## src/lsp_pkg.sv

```systemverilog
package lsp_pkg;
  localparam int NUM_PIX_REGS    = 24;
  localparam int REGS_PER_COM    = 6;
  localparam int NUM_SEG_REGS    = 6;
  localparam int NUM_SEGS        = 48;
  localparam int NUM_COMS        = 4;
  localparam int SYS_DIV_DEFAULT = 8192;
  localparam int OSC_DIV_DEFAULT = 32;
  localparam int DIV_CNT_W       = 16;
  localparam int OSC_CNT_W       = 5;

  localparam logic [5:0] ADDR_SEGEN_BASE = 6'h18;
  localparam logic [5:0] ADDR_CONTROL    = 6'h1E;
  localparam logic [5:0] ADDR_PHASE      = 6'h1F;
  localparam logic [5:0] ADDR_STATUS     = 6'h20;

  localparam int CTL_EN_BIT    = 7;
  localparam int CTL_SLEEP_BIT = 6;
  localparam int CTL_WRITE_FAIL_FLAG_BIT  = 5;
  localparam int CTL_CS_LSB    = 2;
  localparam int CTL_MUX_LSB   = 0;
  localparam int PH_WFT_BIT    = 7;
  localparam int PH_BIAS_BIT   = 6;
  localparam int PH_LP_LSB     = 0;
  localparam int ST_FRAME_BIT  = 0;

  localparam int STATIC_SLOT_SHIFT = 2;
  localparam int HALF_SLOT_SHIFT   = 1;

  typedef enum logic [1:0] {
    LSP_SRC_SYS = 2'b00,
    LSP_SRC_TMR = 2'b01,
    LSP_SRC_RC  = 2'b10
  } lsp_src_e;

  typedef enum logic [1:0] {
    LSP_MUX_STATIC  = 2'b00,
    LSP_MUX_HALF    = 2'b01,
    LSP_MUX_THIRD   = 2'b10,
    LSP_MUX_QUARTER = 2'b11
  } lsp_mux_e;

  localparam logic [1:0] LVL_MIN  = 2'h0;
  localparam logic [1:0] LVL_LOW  = 2'h1;
  localparam logic [1:0] LVL_HIGH = 2'h2;
  localparam logic [1:0] LVL_MAX  = 2'h3;

  typedef logic [NUM_SEGS-1:0][1:0] lsp_seg_lvl_t;
  typedef logic [NUM_COMS-1:0][1:0] lsp_com_lvl_t;

  typedef struct packed {
    logic       wr;
    logic       rd;
    logic [5:0] addr;
    logic [7:0] wdata;
  } lsp_bus_s;

  typedef struct packed {
    logic [DIV_CNT_W-1:0] sysCnt;
    logic [OSC_CNT_W-1:0] oscCnt;
    logic                 tmrPrev;
    logic                 rcPrev;
    logic                 tick;
  } lsp_div_s;

  typedef struct packed {
    logic [NUM_PIX_REGS-1:0][7:0] pix;
    logic [NUM_SEG_REGS-1:0][7:0] segEn;
    logic                         en;
    logic                         sleepHalt;
    logic                         write_fail_flag;
    logic [1:0]                   src;
    logic [1:0]                   mux;
    logic                         waveform_type_sel;
    logic                         bias;
    logic [3:0]                   lp;
    logic                         frameFlag;
    logic [15:0]                  preCnt;
    logic [1:0]                   com;
    logic                         parity;
    logic [NUM_SEGS-1:0]          row;
    logic [7:0]                   rdata;
    lsp_seg_lvl_t                 segLvl;
    lsp_com_lvl_t                 comLvl;
    logic [NUM_SEGS-1:0]          segDrv;
    logic [NUM_COMS-1:0]          comDrv;
    logic                         active;
    logic                         wa;
  } lsp_core_s;

  localparam lsp_core_s CORE_RESET = '{wa: 1'b1, default: '0};
endpackage

```

## src/lsp_drive_levels.sv

```systemverilog
`timescale 1ns/1ns
module lsp_drive_levels (
  input  wire logic                 drive,
  input  wire logic [1:0]           mux,
  input  wire logic                 bias,
  input  wire logic                 phase,
  input  wire logic [1:0]           com,
  input  wire logic [47:0]          row,
  output lsp_pkg::lsp_seg_lvl_t     segLvl,
  output lsp_pkg::lsp_com_lvl_t     comLvl
);
  // phase flips every level to its mirror but the bias-mode unselected common and unused or idle pins,
  // so each pixel averages to zero only with bias clear or static drive
  function automatic logic [1:0] pick(logic ph, logic [1:0] a);
    pick = ph ? (lsp_pkg::LVL_MAX - a) : a;
  endfunction

  logic multi;
  assign multi = mux != lsp_pkg::LSP_MUX_STATIC;

  for (genvar c = 0; c < lsp_pkg::NUM_COMS; c++) begin : g_com
    always_comb begin
      if (!drive || 2'(c) > mux) begin
        comLvl[c] = lsp_pkg::LVL_MIN;
      end else if (2'(c) == com) begin
        comLvl[c] = pick(phase, lsp_pkg::LVL_MAX);
      end else if (bias) begin
        comLvl[c] = lsp_pkg::LVL_LOW;
      end else begin
        comLvl[c] = pick(phase, lsp_pkg::LVL_LOW);
      end
    end
  end

  for (genvar g = 0; g < lsp_pkg::NUM_SEGS; g++) begin : g_seg
    always_comb begin
      if (!drive) begin
        segLvl[g] = lsp_pkg::LVL_MIN;
      end else if (row[g]) begin
        segLvl[g] = pick(phase, lsp_pkg::LVL_MIN);
      end else if (!multi || bias) begin
        segLvl[g] = pick(phase, lsp_pkg::LVL_MAX);
      end else begin
        segLvl[g] = pick(phase, lsp_pkg::LVL_HIGH);
      end
    end
  end
endmodule

```

## src/lsp_frame_clock.sv

```systemverilog
`timescale 1ns/1ns
module lsp_frame_clock #(
  parameter int SYS_DIV = lsp_pkg::SYS_DIV_DEFAULT,
  parameter int OSC_DIV = lsp_pkg::OSC_DIV_DEFAULT
) (
  input  wire logic       sys_clk,
  input  wire logic       rst_n,
  input  wire logic       run,
  input  wire logic [1:0] srcSel,
  input  wire logic       timerOscInput,
  input  wire logic       internalRcOsc,
  output logic            srcTick
);
  if (SYS_DIV < 2 || SYS_DIV > (1 << lsp_pkg::DIV_CNT_W) ||
      OSC_DIV < 2 || OSC_DIV > (1 << lsp_pkg::OSC_CNT_W)) begin
    $error("lsp_frame_clock: divider out of range");
  end

  lsp_pkg::lsp_div_s s_reg;
  lsp_pkg::lsp_div_s s_next;
  logic              srcEdge;

  always_comb begin
    s_next = s_reg;
    s_next.tick = 1'b0;
    s_next.tmrPrev = timerOscInput;
    s_next.rcPrev = internalRcOsc;
    case (srcSel)
      lsp_pkg::LSP_SRC_SYS: srcEdge = 1'b1;
      lsp_pkg::LSP_SRC_TMR: srcEdge = timerOscInput & ~s_reg.tmrPrev;
      default:              srcEdge = internalRcOsc & ~s_reg.rcPrev;
    endcase
    // counters hold while stopped so a wake resumes mid-slot
    if (run && srcEdge) begin
      if (srcSel == lsp_pkg::LSP_SRC_SYS) begin
        if (s_reg.sysCnt == lsp_pkg::DIV_CNT_W'(SYS_DIV - 1)) begin
          s_next.sysCnt = '0;
          s_next.tick = 1'b1;
        end else begin
          s_next.sysCnt = s_reg.sysCnt + 1'b1;
        end
      end else if (s_reg.oscCnt == lsp_pkg::OSC_CNT_W'(OSC_DIV - 1)) begin
        s_next.oscCnt = '0;
        s_next.tick = 1'b1;
      end else begin
        s_next.oscCnt = s_reg.oscCnt + 1'b1;
      end
    end
  end

  always_ff @(posedge sys_clk) begin
    if (!rst_n) begin
      s_reg <= '0;
    end else begin
      s_reg <= s_next;
    end
  end

  assign srcTick = s_reg.tick;
endmodule

```

## src/lsp_panel_driver.sv

```systemverilog
`timescale 1ns/1ns
module lsp_panel_driver #(
  parameter int SYS_DIV = lsp_pkg::SYS_DIV_DEFAULT,
  parameter int OSC_DIV = lsp_pkg::OSC_DIV_DEFAULT
) (
  input  wire logic              sys_clk,
  input  wire logic              rst_n,
  input  wire lsp_pkg::lsp_bus_s regReq,
  output logic [7:0]             regRdata,
  input  wire logic              sleepReq,
  input  wire logic              timerOscInput,
  input  wire logic              internalRcOsc,
  output lsp_pkg::lsp_seg_lvl_t  segLevel,
  output lsp_pkg::lsp_com_lvl_t  comLevel,
  output logic [47:0]            segDrive,
  output logic [3:0]             comDrive,
  output logic                   frameIrq,
  output logic                   moduleActive
);
  lsp_pkg::lsp_core_s    s;
  lsp_pkg::lsp_core_s    n;
  logic                  stopped;
  logic                  running;
  logic                  srcTick;
  logic                  slotWrap;
  logic                  lastSlot;
  logic                  typeBMulti;
  logic                  phase;
  logic                  werrSet;
  logic [15:0]           slotLen;
  logic [1:0]            lastCom;
  lsp_pkg::lsp_seg_lvl_t segWave;
  lsp_pkg::lsp_com_lvl_t comWave;

  function automatic logic isPix(logic [5:0] a);
    isPix = a < lsp_pkg::ADDR_SEGEN_BASE;
  endfunction

  function automatic logic isSeg(logic [5:0] a);
    isSeg = a >= lsp_pkg::ADDR_SEGEN_BASE && a < lsp_pkg::ADDR_CONTROL;
  endfunction

  function automatic logic [2:0] segIdx(logic [5:0] a);
    logic [5:0] d;
    d = a - lsp_pkg::ADDR_SEGEN_BASE;
    segIdx = d[2:0];
  endfunction

  // common 0 is a dedicated pin, 1..3 are borrowed port pins
  function automatic logic [3:0] comPins(logic [1:0] m);
    comPins = {m == lsp_pkg::LSP_MUX_QUARTER,
               m >= lsp_pkg::LSP_MUX_THIRD,
               m != lsp_pkg::LSP_MUX_STATIC,
               1'b1};
  endfunction

  function automatic logic [47:0] rowFor(
    logic [lsp_pkg::NUM_PIX_REGS-1:0][7:0] p, logic [1:0] c);
    rowFor = p[c*lsp_pkg::REGS_PER_COM +: lsp_pkg::REGS_PER_COM];
  endfunction

  // slot = k*(P+1) source ticks, k = 4,2,1,1; the frame is mux+1 slots
  function automatic logic [15:0] slotLength(logic [1:0] m,
                                             logic [3:0] p);
    logic [15:0] base;
    base = {12'h000, p} + 16'h0001;
    case (m)
      lsp_pkg::LSP_MUX_STATIC:
        slotLength = base << lsp_pkg::STATIC_SLOT_SHIFT;
      lsp_pkg::LSP_MUX_HALF:
        slotLength = base << lsp_pkg::HALF_SLOT_SHIFT;
      default:
        slotLength = base;
    endcase
  endfunction

  lsp_frame_clock #(
    .SYS_DIV (SYS_DIV),
    .OSC_DIV (OSC_DIV)
  ) u_clock (
    .sys_clk       (sys_clk),
    .rst_n         (rst_n),
    .run           (running),
    .srcSel        (s.src),
    .timerOscInput (timerOscInput),
    .internalRcOsc (internalRcOsc),
    .srcTick       (srcTick)
  );

  lsp_drive_levels u_levels (
    .drive  (running),
    .mux    (s.mux),
    .bias   (s.bias),
    .phase  (phase),
    .com    (s.com),
    .row    (s.row),
    .segLvl (segWave),
    .comLvl (comWave)
  );

  // the system clock source cannot run in sleep whatever the halt bit
  assign stopped = sleepReq &&
    (s.sleepHalt || s.src == lsp_pkg::LSP_SRC_SYS);
  assign running = s.en && !stopped;
  assign slotLen = slotLength(s.mux, s.lp);
  assign lastCom = s.mux;
  assign lastSlot = s.com == lastCom;
  assign slotWrap = running && srcTick &&
                    s.preCnt == slotLen - 16'h0001;
  assign typeBMulti = s.waveform_type_sel && s.mux != lsp_pkg::LSP_MUX_STATIC;
  // type-A flips halfway through each slot of two or more ticks (never in a one-tick slot), type-B once per frame
  assign phase = s.waveform_type_sel ? s.parity
               : ({s.preCnt, 1'b0} >= {1'b0, slotLen});

  always_comb begin
    n = s;
    werrSet = 1'b0;
    n.rdata = '0;
    if (regReq.rd) begin
      if (isPix(regReq.addr)) begin
        n.rdata = s.pix[regReq.addr[4:0]];
      end else if (isSeg(regReq.addr)) begin
        n.rdata = s.segEn[segIdx(regReq.addr)];
      end else begin
        case (regReq.addr)
          lsp_pkg::ADDR_CONTROL:
            n.rdata = {s.en, s.sleepHalt, s.write_fail_flag, 1'b0,
                       s.src, s.mux};
          lsp_pkg::ADDR_PHASE:
            n.rdata = {s.waveform_type_sel, s.bias, s.active, s.wa, s.lp};
          lsp_pkg::ADDR_STATUS:
            n.rdata = {7'h00, s.frameFlag};
          default:
            n.rdata = '0;
        endcase
      end
    end
    if (regReq.wr) begin
      if (isPix(regReq.addr)) begin
        if (s.wa) begin
          n.pix[regReq.addr[4:0]] = regReq.wdata;
        end else begin
          werrSet = 1'b1;
        end
      end else if (isSeg(regReq.addr)) begin
        n.segEn[segIdx(regReq.addr)] = regReq.wdata;
      end else begin
        case (regReq.addr)
          lsp_pkg::ADDR_CONTROL: begin
            n.en = regReq.wdata[lsp_pkg::CTL_EN_BIT];
            n.sleepHalt = regReq.wdata[lsp_pkg::CTL_SLEEP_BIT];
            n.write_fail_flag = s.write_fail_flag & regReq.wdata[lsp_pkg::CTL_WRITE_FAIL_FLAG_BIT];
            n.src = regReq.wdata[lsp_pkg::CTL_CS_LSB +: 2];
            n.mux = regReq.wdata[lsp_pkg::CTL_MUX_LSB +: 2];
          end
          lsp_pkg::ADDR_PHASE: begin
            n.waveform_type_sel = regReq.wdata[lsp_pkg::PH_WFT_BIT];
            n.bias = regReq.wdata[lsp_pkg::PH_BIAS_BIT];
            n.lp = regReq.wdata[lsp_pkg::PH_LP_LSB +: 4];
          end
          lsp_pkg::ADDR_STATUS: begin
            if (regReq.wdata[lsp_pkg::ST_FRAME_BIT]) begin
              n.frameFlag = 1'b0;
            end
          end
          default: begin
          end
        endcase
      end
    end
    if (!s.en) begin
      n.preCnt = '0;
      n.com = '0;
      n.parity = 1'b0;
      n.row = rowFor(s.pix, 2'b00);
    end else if (running && srcTick) begin
      if (slotWrap) begin
        n.preCnt = '0;
        // fetch the row of the next common as its slot opens
        if (lastSlot) begin
          n.com = '0;
          n.parity = ~s.parity;
          n.row = rowFor(s.pix, 2'b00);
        end else begin
          n.com = s.com + 2'b01;
          n.row = rowFor(s.pix, s.com + 2'b01);
        end
        // last row fetched in the odd frame of the pair
        if (typeBMulti && s.parity &&
            s.com + 2'b01 == lastCom) begin
          n.frameFlag = 1'b1;
        end
      end else begin
        n.preCnt = s.preCnt + 16'h0001;
      end
    end
    // a live change of mux or prescale can shrink the slot under the
    // count; restart the slot so the prescaler never runs past it
    if (n.preCnt >= slotLength(n.mux, n.lp)) begin
      n.preCnt = '0;
    end
    if (werrSet) begin
      n.write_fail_flag = 1'b1;
    end
    // window runs from the last fetch up to the next frame's first
    n.wa = !sleepReq && (!n.en || (n.com == lastCom &&
           (!typeBMulti || n.parity)));
    n.active = running;
    n.segLvl = segWave;
    n.comLvl = comWave;
    n.segDrv = s.segEn;
    n.comDrv = comPins(s.mux);
  end

  always_ff @(posedge sys_clk) begin
    if (!rst_n) begin
      s <= lsp_pkg::CORE_RESET;
    end else begin
      s <= n;
    end
  end

  assign regRdata = s.rdata;
  assign segLevel = s.segLvl;
  assign comLevel = s.comLvl;
  assign segDrive = s.segDrv;
  assign comDrive = s.comDrv;
  assign frameIrq = s.frameFlag;
  assign moduleActive = s.active;
endmodule

```

## config.mk

```make
export PLATFORM = sky130hd
export DESIGN_NAME = lsp_panel_driver
export DESIGN_NICKNAME = d
export VERILOG_FILES = /design/src/lsp_pkg.sv /design/src/lsp_drive_levels.sv /design/src/lsp_frame_clock.sv /design/src/lsp_panel_driver.sv
export SDC_FILE = /design/constraint.sdc
export NUM_CORES = 1
export LEC_CHECK = 0
export BUFFER_PORTS_ARGS = -buffer_cell sky130_fd_sc_hd__buf_4
export CORE_ASPECT_RATIO = 0.8
export CORE_MARGIN = 2
export CORE_UTILIZATION = 53
export DETAILED_ROUTE_END_ITERATION = 10
export GPL_TIMING_DRIVEN = 0
export PLACE_DENSITY_LB_ADDON = 0.1
export SYNTH_ARGS = -nofsm -noshare
export SYNTH_HDL_FRONTEND = slang
export SYNTH_SLANG_ARGS = --single-unit
```

## constraint.sdc

```tcl
create_clock -name sys_clk -period 6.1 [get_ports sys_clk]
set_input_delay 1.83 -clock sys_clk [delete_from_list [all_inputs] [get_ports sys_clk]]
set_output_delay 1.83 -clock sys_clk [all_outputs]
set_load 0.01 [all_outputs]
```

======== Yosys cells after proc, flatten, opt, wreduce, memory -nomap -nowiden ========
Index checks and enable logic that the tools add are counted.
W data, S select, Z words.
word-level totals
  word-level logic and storage cells ...... 319
  input port bits ......................... 21
  flip-flop bits (word level) ............. 511
operators by class
  bitwise operators ....................... 10
  multipliers ............................. 1
  muxes and demuxes ....................... 102
  reductions and logical operators ........ 50
  shift-type cells ........................ 8
  eq/ne operators ......................... 20
  $lt $le $gt $ge ......................... 14
  $add $sub $neg .......................... 8
operator list
  cell                     count
  $bwmux W192              1
  $shiftx A24 B6 Y6        8
  $mux W2                  59
  $mux W68                 1
  $mux W67                 1
  $mux W51                 1
  $bwmux W48               1
  $mux W48                 1
  $mux W8                  6
  $mux W14                 3
  $bmux W8 S5              1
  $demux W8 S5             1
  $add A16 B1 Y16 const B  2
  $mux W16                 2
  $pmux W7 S2              2
  $bmux W8 S3              1
  $demux W8 S3             1
  $pmux W8 S3              1
  $ge A17 B7 Y1            1
  $eq A16 B13 Y1 const B   1
  $eq A16 B16 Y1           1
  $ge A16 B16 Y1           1
  $mux W1                  14
  $logic_and A1 B1 Y1      13
  40 further kinds         89

======== Logic depth before layout (Yosys ltp) ========
  depth in word-level cells ............... 15
  mapped depth ............................ 27
  gate-level depth less buffers ........... 21

======== Hierarchy ========
A second synthesis with hierarchy kept.
unflattened totals
  cell total of the unflattened synthesis .. 2656
  area, all modules ....................... 25941.1 µm²
modules (own cells, without submodules)
  module            seq. area each (µm²)  times used  area an instance (µm²)  cells an instance
  lsp_panel_driver  9749.4                1           22962.0                 2273
  lsp_drive_levels  0.0                   1           1791.7                  249
  lsp_frame_clock   480.5                 1           1187.4                  134

======== Worst setup path before layout ========
Ideal clock, no wire load.
  path kind ............................... input to register
  from .................................... in regReq[12] (netlist name)
  to ...................................... reg s[219] (netlist name)
  path buffers ............................ 1
  stages on the path ...................... 18
  data arrival time ....................... 5510 ps
  path slack .............................. 498 ps
  cells stage by stage .................... clkbuf_1 -> nand2_1 -> nor2_1 -> nand3_1 -> nor3b_1 -> mux2i_1 -> mux2i_1 -> nand2_1 -> o21ai_0 -> ha_1 -> nor2b_1 -> o21ai_0 -> nand2b_1 -> a21oi_1 -> nor2b_1 -> o21ai_0 -> nand3b_1 -> nor4_1
between the ends
  word-level cells in the longest chain between the ends .. 9
  elaborated cells between the ends (all ways) .. 17
  those cells by class .................... add/sub (1); order compare (4); eq/ne (3); mux (6); reduce/logical (3)
ends and longest elaborated chain
  element                                            line                     text
  start: declaration                                 lsp_panel_driver.sv:8    input wire lsp_pkg::lsp_bus_s regReq,
  $ge A6 B5 Y1, or another cell as far along         lsp_panel_driver.sv:40   isSeg = a >= lsp_pkg::ADDR_SEGEN_BASE && a < lsp_pkg::ADDR_CONTROL;
  $logic_and A1 B1 Y1, or another cell as far along  lsp_panel_driver.sv:40
  $mux W14                                           lsp_panel_driver.sv:145  end else if (isSeg(regReq.addr)) begin
  $mux W14 (*)                                       lsp_panel_driver.sv:139  if (isPix(regReq.addr)) begin
  $mux W14 (*)                                       lsp_panel_driver.sv:138  if (regReq.wr) begin
  $add A4 B1 Y5, or another cell as far along        lsp_panel_driver.sv:66   base = {12'h000, p} + 16'h0001;
  $pmux W7 S2 (*)                                    lsp_panel_driver.sv:67   case (m)
  $ge A16 B16 Y1 (*)                                 lsp_panel_driver.sv:199  if (n.preCnt >= slotLength(n.mux, n.lp)) begin
  $reduce_or A2 Y1 (no line) (*)                     n/a
  end signal: assignment                             lsp_panel_driver.sv:217  s <= lsp_pkg::CORE_RESET;
  end signal: assignment                             lsp_panel_driver.sv:219  s <= n;
  end: declaration                                   lsp_panel_driver.sv:20   lsp_pkg::lsp_core_s s;
Mark *: on every way between the ends. The rest lies on a longest branch, timed or not. The select of a mux whose other input is x is not followed.
A chain may end at the register's enable or synchronous reset.

======== Worst setup path after layout ========
Same ends and word-level chain as after synthesis.

==> results.cfg <==
[sta]
rsz0062_at_grt = no
setup_viol = 0
period_minus_slack_ps = 5543
maxSlewHeadroom_pct = 7.794
finClkSkew_ps = 12.48
tightestPinTransition_ps = 1348
finalHoldViolations = 0
maxSlewViolCount = 0
setup_tns_ps = 0
min_period_over_period_pct = 90.87
fmax_ghz = 0.1804

[setup_path]
worst-r2r-cell-count = 24
crit_path_start_kind = input port
crit_path_end_kind = flip-flop
worst-endpoint-arrival_ps = 6050
regToRegEndpoint = s[219]
timing.rr.start = lastCom[0]
required_ps = 6600
reg2reg_setup_slack_ps = 660
critical_path.max_fanout = 8
worstSetupPathType = in2reg

[logic_synthesis]
synth.top_cell.area_share_pct = 41.95
synth_edf_count = 0
async_flop_share_pct = 0
synth_area_leaders = dfxtp_1 42%, mux2i_1 13%, nor2b_1 6.7%
synth_cell_type_count = 66
synthDominantAreaCellType = dfxtp_1
synth.avg_cell_area_um2 = 9.732
yosys_warnings = 0
synthFlopType = dfxtp_1
synthCells = 2506
yosysSeqAreaShare_pct = 41.95
synth_area_um2 = 24390
synth-seq-cells = 511

[power_and_ir_drop]
internal_power_uw = 5192
p_per_area_nw_per_um2 = 240.4
power_frac_comb_pct = 4.6
switching_share_pct = 23.45
ir_drop_mv = 0.1866
leakage_uw = 0.01017
seqPwrFrac_pct = 49.5
p_sw_uw = 1591
p_clk_share_pct = 45.9

[global_route]
grt_antenna_before_repair = 6
use_met1_pct = 49.07
grtUsageMet2_pct = 50.14
top_usage_layer = met2
grt_pass1_wl_mm = 122.2
grt.total_usage_pct = 34.84
globalRoute.totalOverflow = 0
grt_max_degree = 15
grt_pass1_vias = 18671
met3_usage_pct = 10.92

[finish]
fin_cells = 3402
nFillCells = 3913
largest_reg_flops = 271
syn_to_final_growth_pct = 15.68
nets = 2794
drive_above_1_share_pct = 19.49

[placement]
gp_congestion = 1.061
dp_cells = 3306
dp_hpwl_mm = 64.59
portBuffers = 179

[die]
die_w_um = 243.8
die_h_um = 195.9
io_pins = 187
start_util_pct = 53.55
rows = 70
core_um2 = 45540
dieArea_um2 = 47760

[routing]
drcViolationCount = 0
drt_first_iter_violations = 2181
detail_route.first_pass.iterations = 7
detail-route-antenna-nets = 0
route.vias.total = 19490
drt_wl_total_mm = 84.09
via_per_inst = 5.729
wl_per_cell_um = 24.72

[clock_network]
clkLatencyLatePin_ps = 610
root_buffer = clkbuf_16
path_clk_slew_ps = 60
cts-htree-levels = 2
numCtsBuffers = 51
clock_path_buffers = 3
cts_tree = yes
cts_num_sinks = 511

[hold_path]
whs_path_depth = 1
hold_path_end = segDrive[45]
hold_path.startpoint = n[51]
holdCritPathClass = reg2reg

[outcome]
outcome = completed

[run]
max-cap-violations = 0
## what timing repair did
item	in CTS	in global routing
setup buffers	0	3
endpoints found under the setup margin	0	7
hold buffers	0	0
gates resized for setup	0	2
## power groups by stage
stage | clock [µW] | sequential [µW] | combinational, µW
floorplan | 0 | 3430 | 172
global placement | 0 | 3430 | 297
detailed placement | 0 | 3430 | 300
CTS | 3150 | 3360 | 300
global route | 3270 | 3360 | 321
finish | 3110 | 3360 | 313
## synthesized netlist by cell type (all sizes together), types with 4 or more instances
library cell,count
mux4,63
nor2b,262
and3,16
or4,5
and2,60
nor3,13
nand2,150
nand4,17
a211oi,5
nor4,4
or3,10
o21ai,80
a22oi,52
mux2,11
inv,22
nor2,227
o221ai,7
o22ai,4
a21oi,30
a21boi,53
buf,204
xnor2,63
dfxtp,511
a31oi,4
xor2,67
clkbuf,131
mux2i,318
nand2b,9
nand3,31
nor3b,12
ha,24
## layout by cell type (no fill, tap or decap), types with 11 or more instances in the layout
cell / count
clkinv_2: 11
xor2_1: 67
and3_1: 16
ha_1: 24
dfxtp_1: 511
buf_2: 25
nor2_1: 227
clkbuf_1: 141
and2_1: 60
clkbuf_16: 52
nor3_1: 11
a21boi_0: 39
nor2b_1: 262
mux4_2: 63
nand4_1: 16
mux2i_1: 317
a21boi_1: 14
a22oi_1: 52
buf_4: 348
nand3_1: 31
nor3b_1: 11
inv_1: 21
xnor2_1: 63
nand2_1: 150
a21oi_1: 30
o21ai_0: 77
## final cells by class
class	count	area, µm²	area share, %
multi-input cells	1644	12190	43.21
flip-flops and latches	511	10230	36.26
plain buffers	334	1924	6.821
clock buffers	71	1453	5.149
repair buffers	183	1378	4.883
well taps	612	765.7	2.714
clock inverters	19	171.4	0.6076
inverters	24	90.09	0.3193
diodes	4	10.01	0.03548
## worst max path at each step
| stage | endpoint | slack, ps | start | cells after the start |
|---|---|---|---|---|
| floorplan | s[219] | 500 | regReq[12] | 18 |
| global placement | s[219] | -940 | regReq[12] | 18 |
| detailed placement | s[219] | -410 | regReq[8] | 17 |
| CTS | s[219] | 220 | regReq[8] | 17 |
| global route | s[219] | 100 | regReq[12] | 18 |
| finish | s[219] | 560 | regReq[12] | 18 |
## layer usage
metal,wire (µm),up-vias,share of wire [%]
met1,37020,9581,44
met5,26,-,0.031
met4,2848,4,3.4
met3,9416,159,11
li1,-,8830,-
met2,34780,916,41
## per-stage QoR
stage          instance area [µm²]  util (%)  power, µW  setup WS [ps]  hold WS (ps)
2_1_floorplan                24420         -       3601          497.5         440.0
3_3_place_gp                 26530     58.24       3729         -937.0         462.6
3_5_place_dp                 26550     58.29       3733         -408.7         469.2
4_1_cts                      28170     61.86       6806          216.6         481.1
5_1_grt                      28200     61.92       6948          104.1         499.7
6_report                     28210     61.95       6783          556.8         482.0
## cells by family (layout without fill, tap and decap cells)
kind of cell,count (synthesis),count (layout),share of synthesized area [%]
AO/OA/AOI/OAI,262,262,7.039
flip-flops,511,511,41.95
adder cells (fa/ha/maj),24,24,1.231
multiplexers,392,392,19.39
other,1,13,0.01538
AND/OR/NAND/NOR,826,826,17.34
XOR/XNOR,131,131,4.761
buffers and inverters,359,631,8.271
## worst max-delay path: stages
cell and delay (ps):
clkbuf_1 320, nand2_1 120, nor2_1 210, nand3_1 330, nor3b_4 710, mux2i_2 580, mux2i_1 250, nand2_1 60
o21ai_0 100, ha_1 250, nor2b_1 120, o21ai_0 140, nand2b_1 70, a21oi_1 140, nor2b_1 50, o21ai_0 140
nand3b_1 250, nor4_1 340
Note: power is estimated with default switching activity, not from simulation.
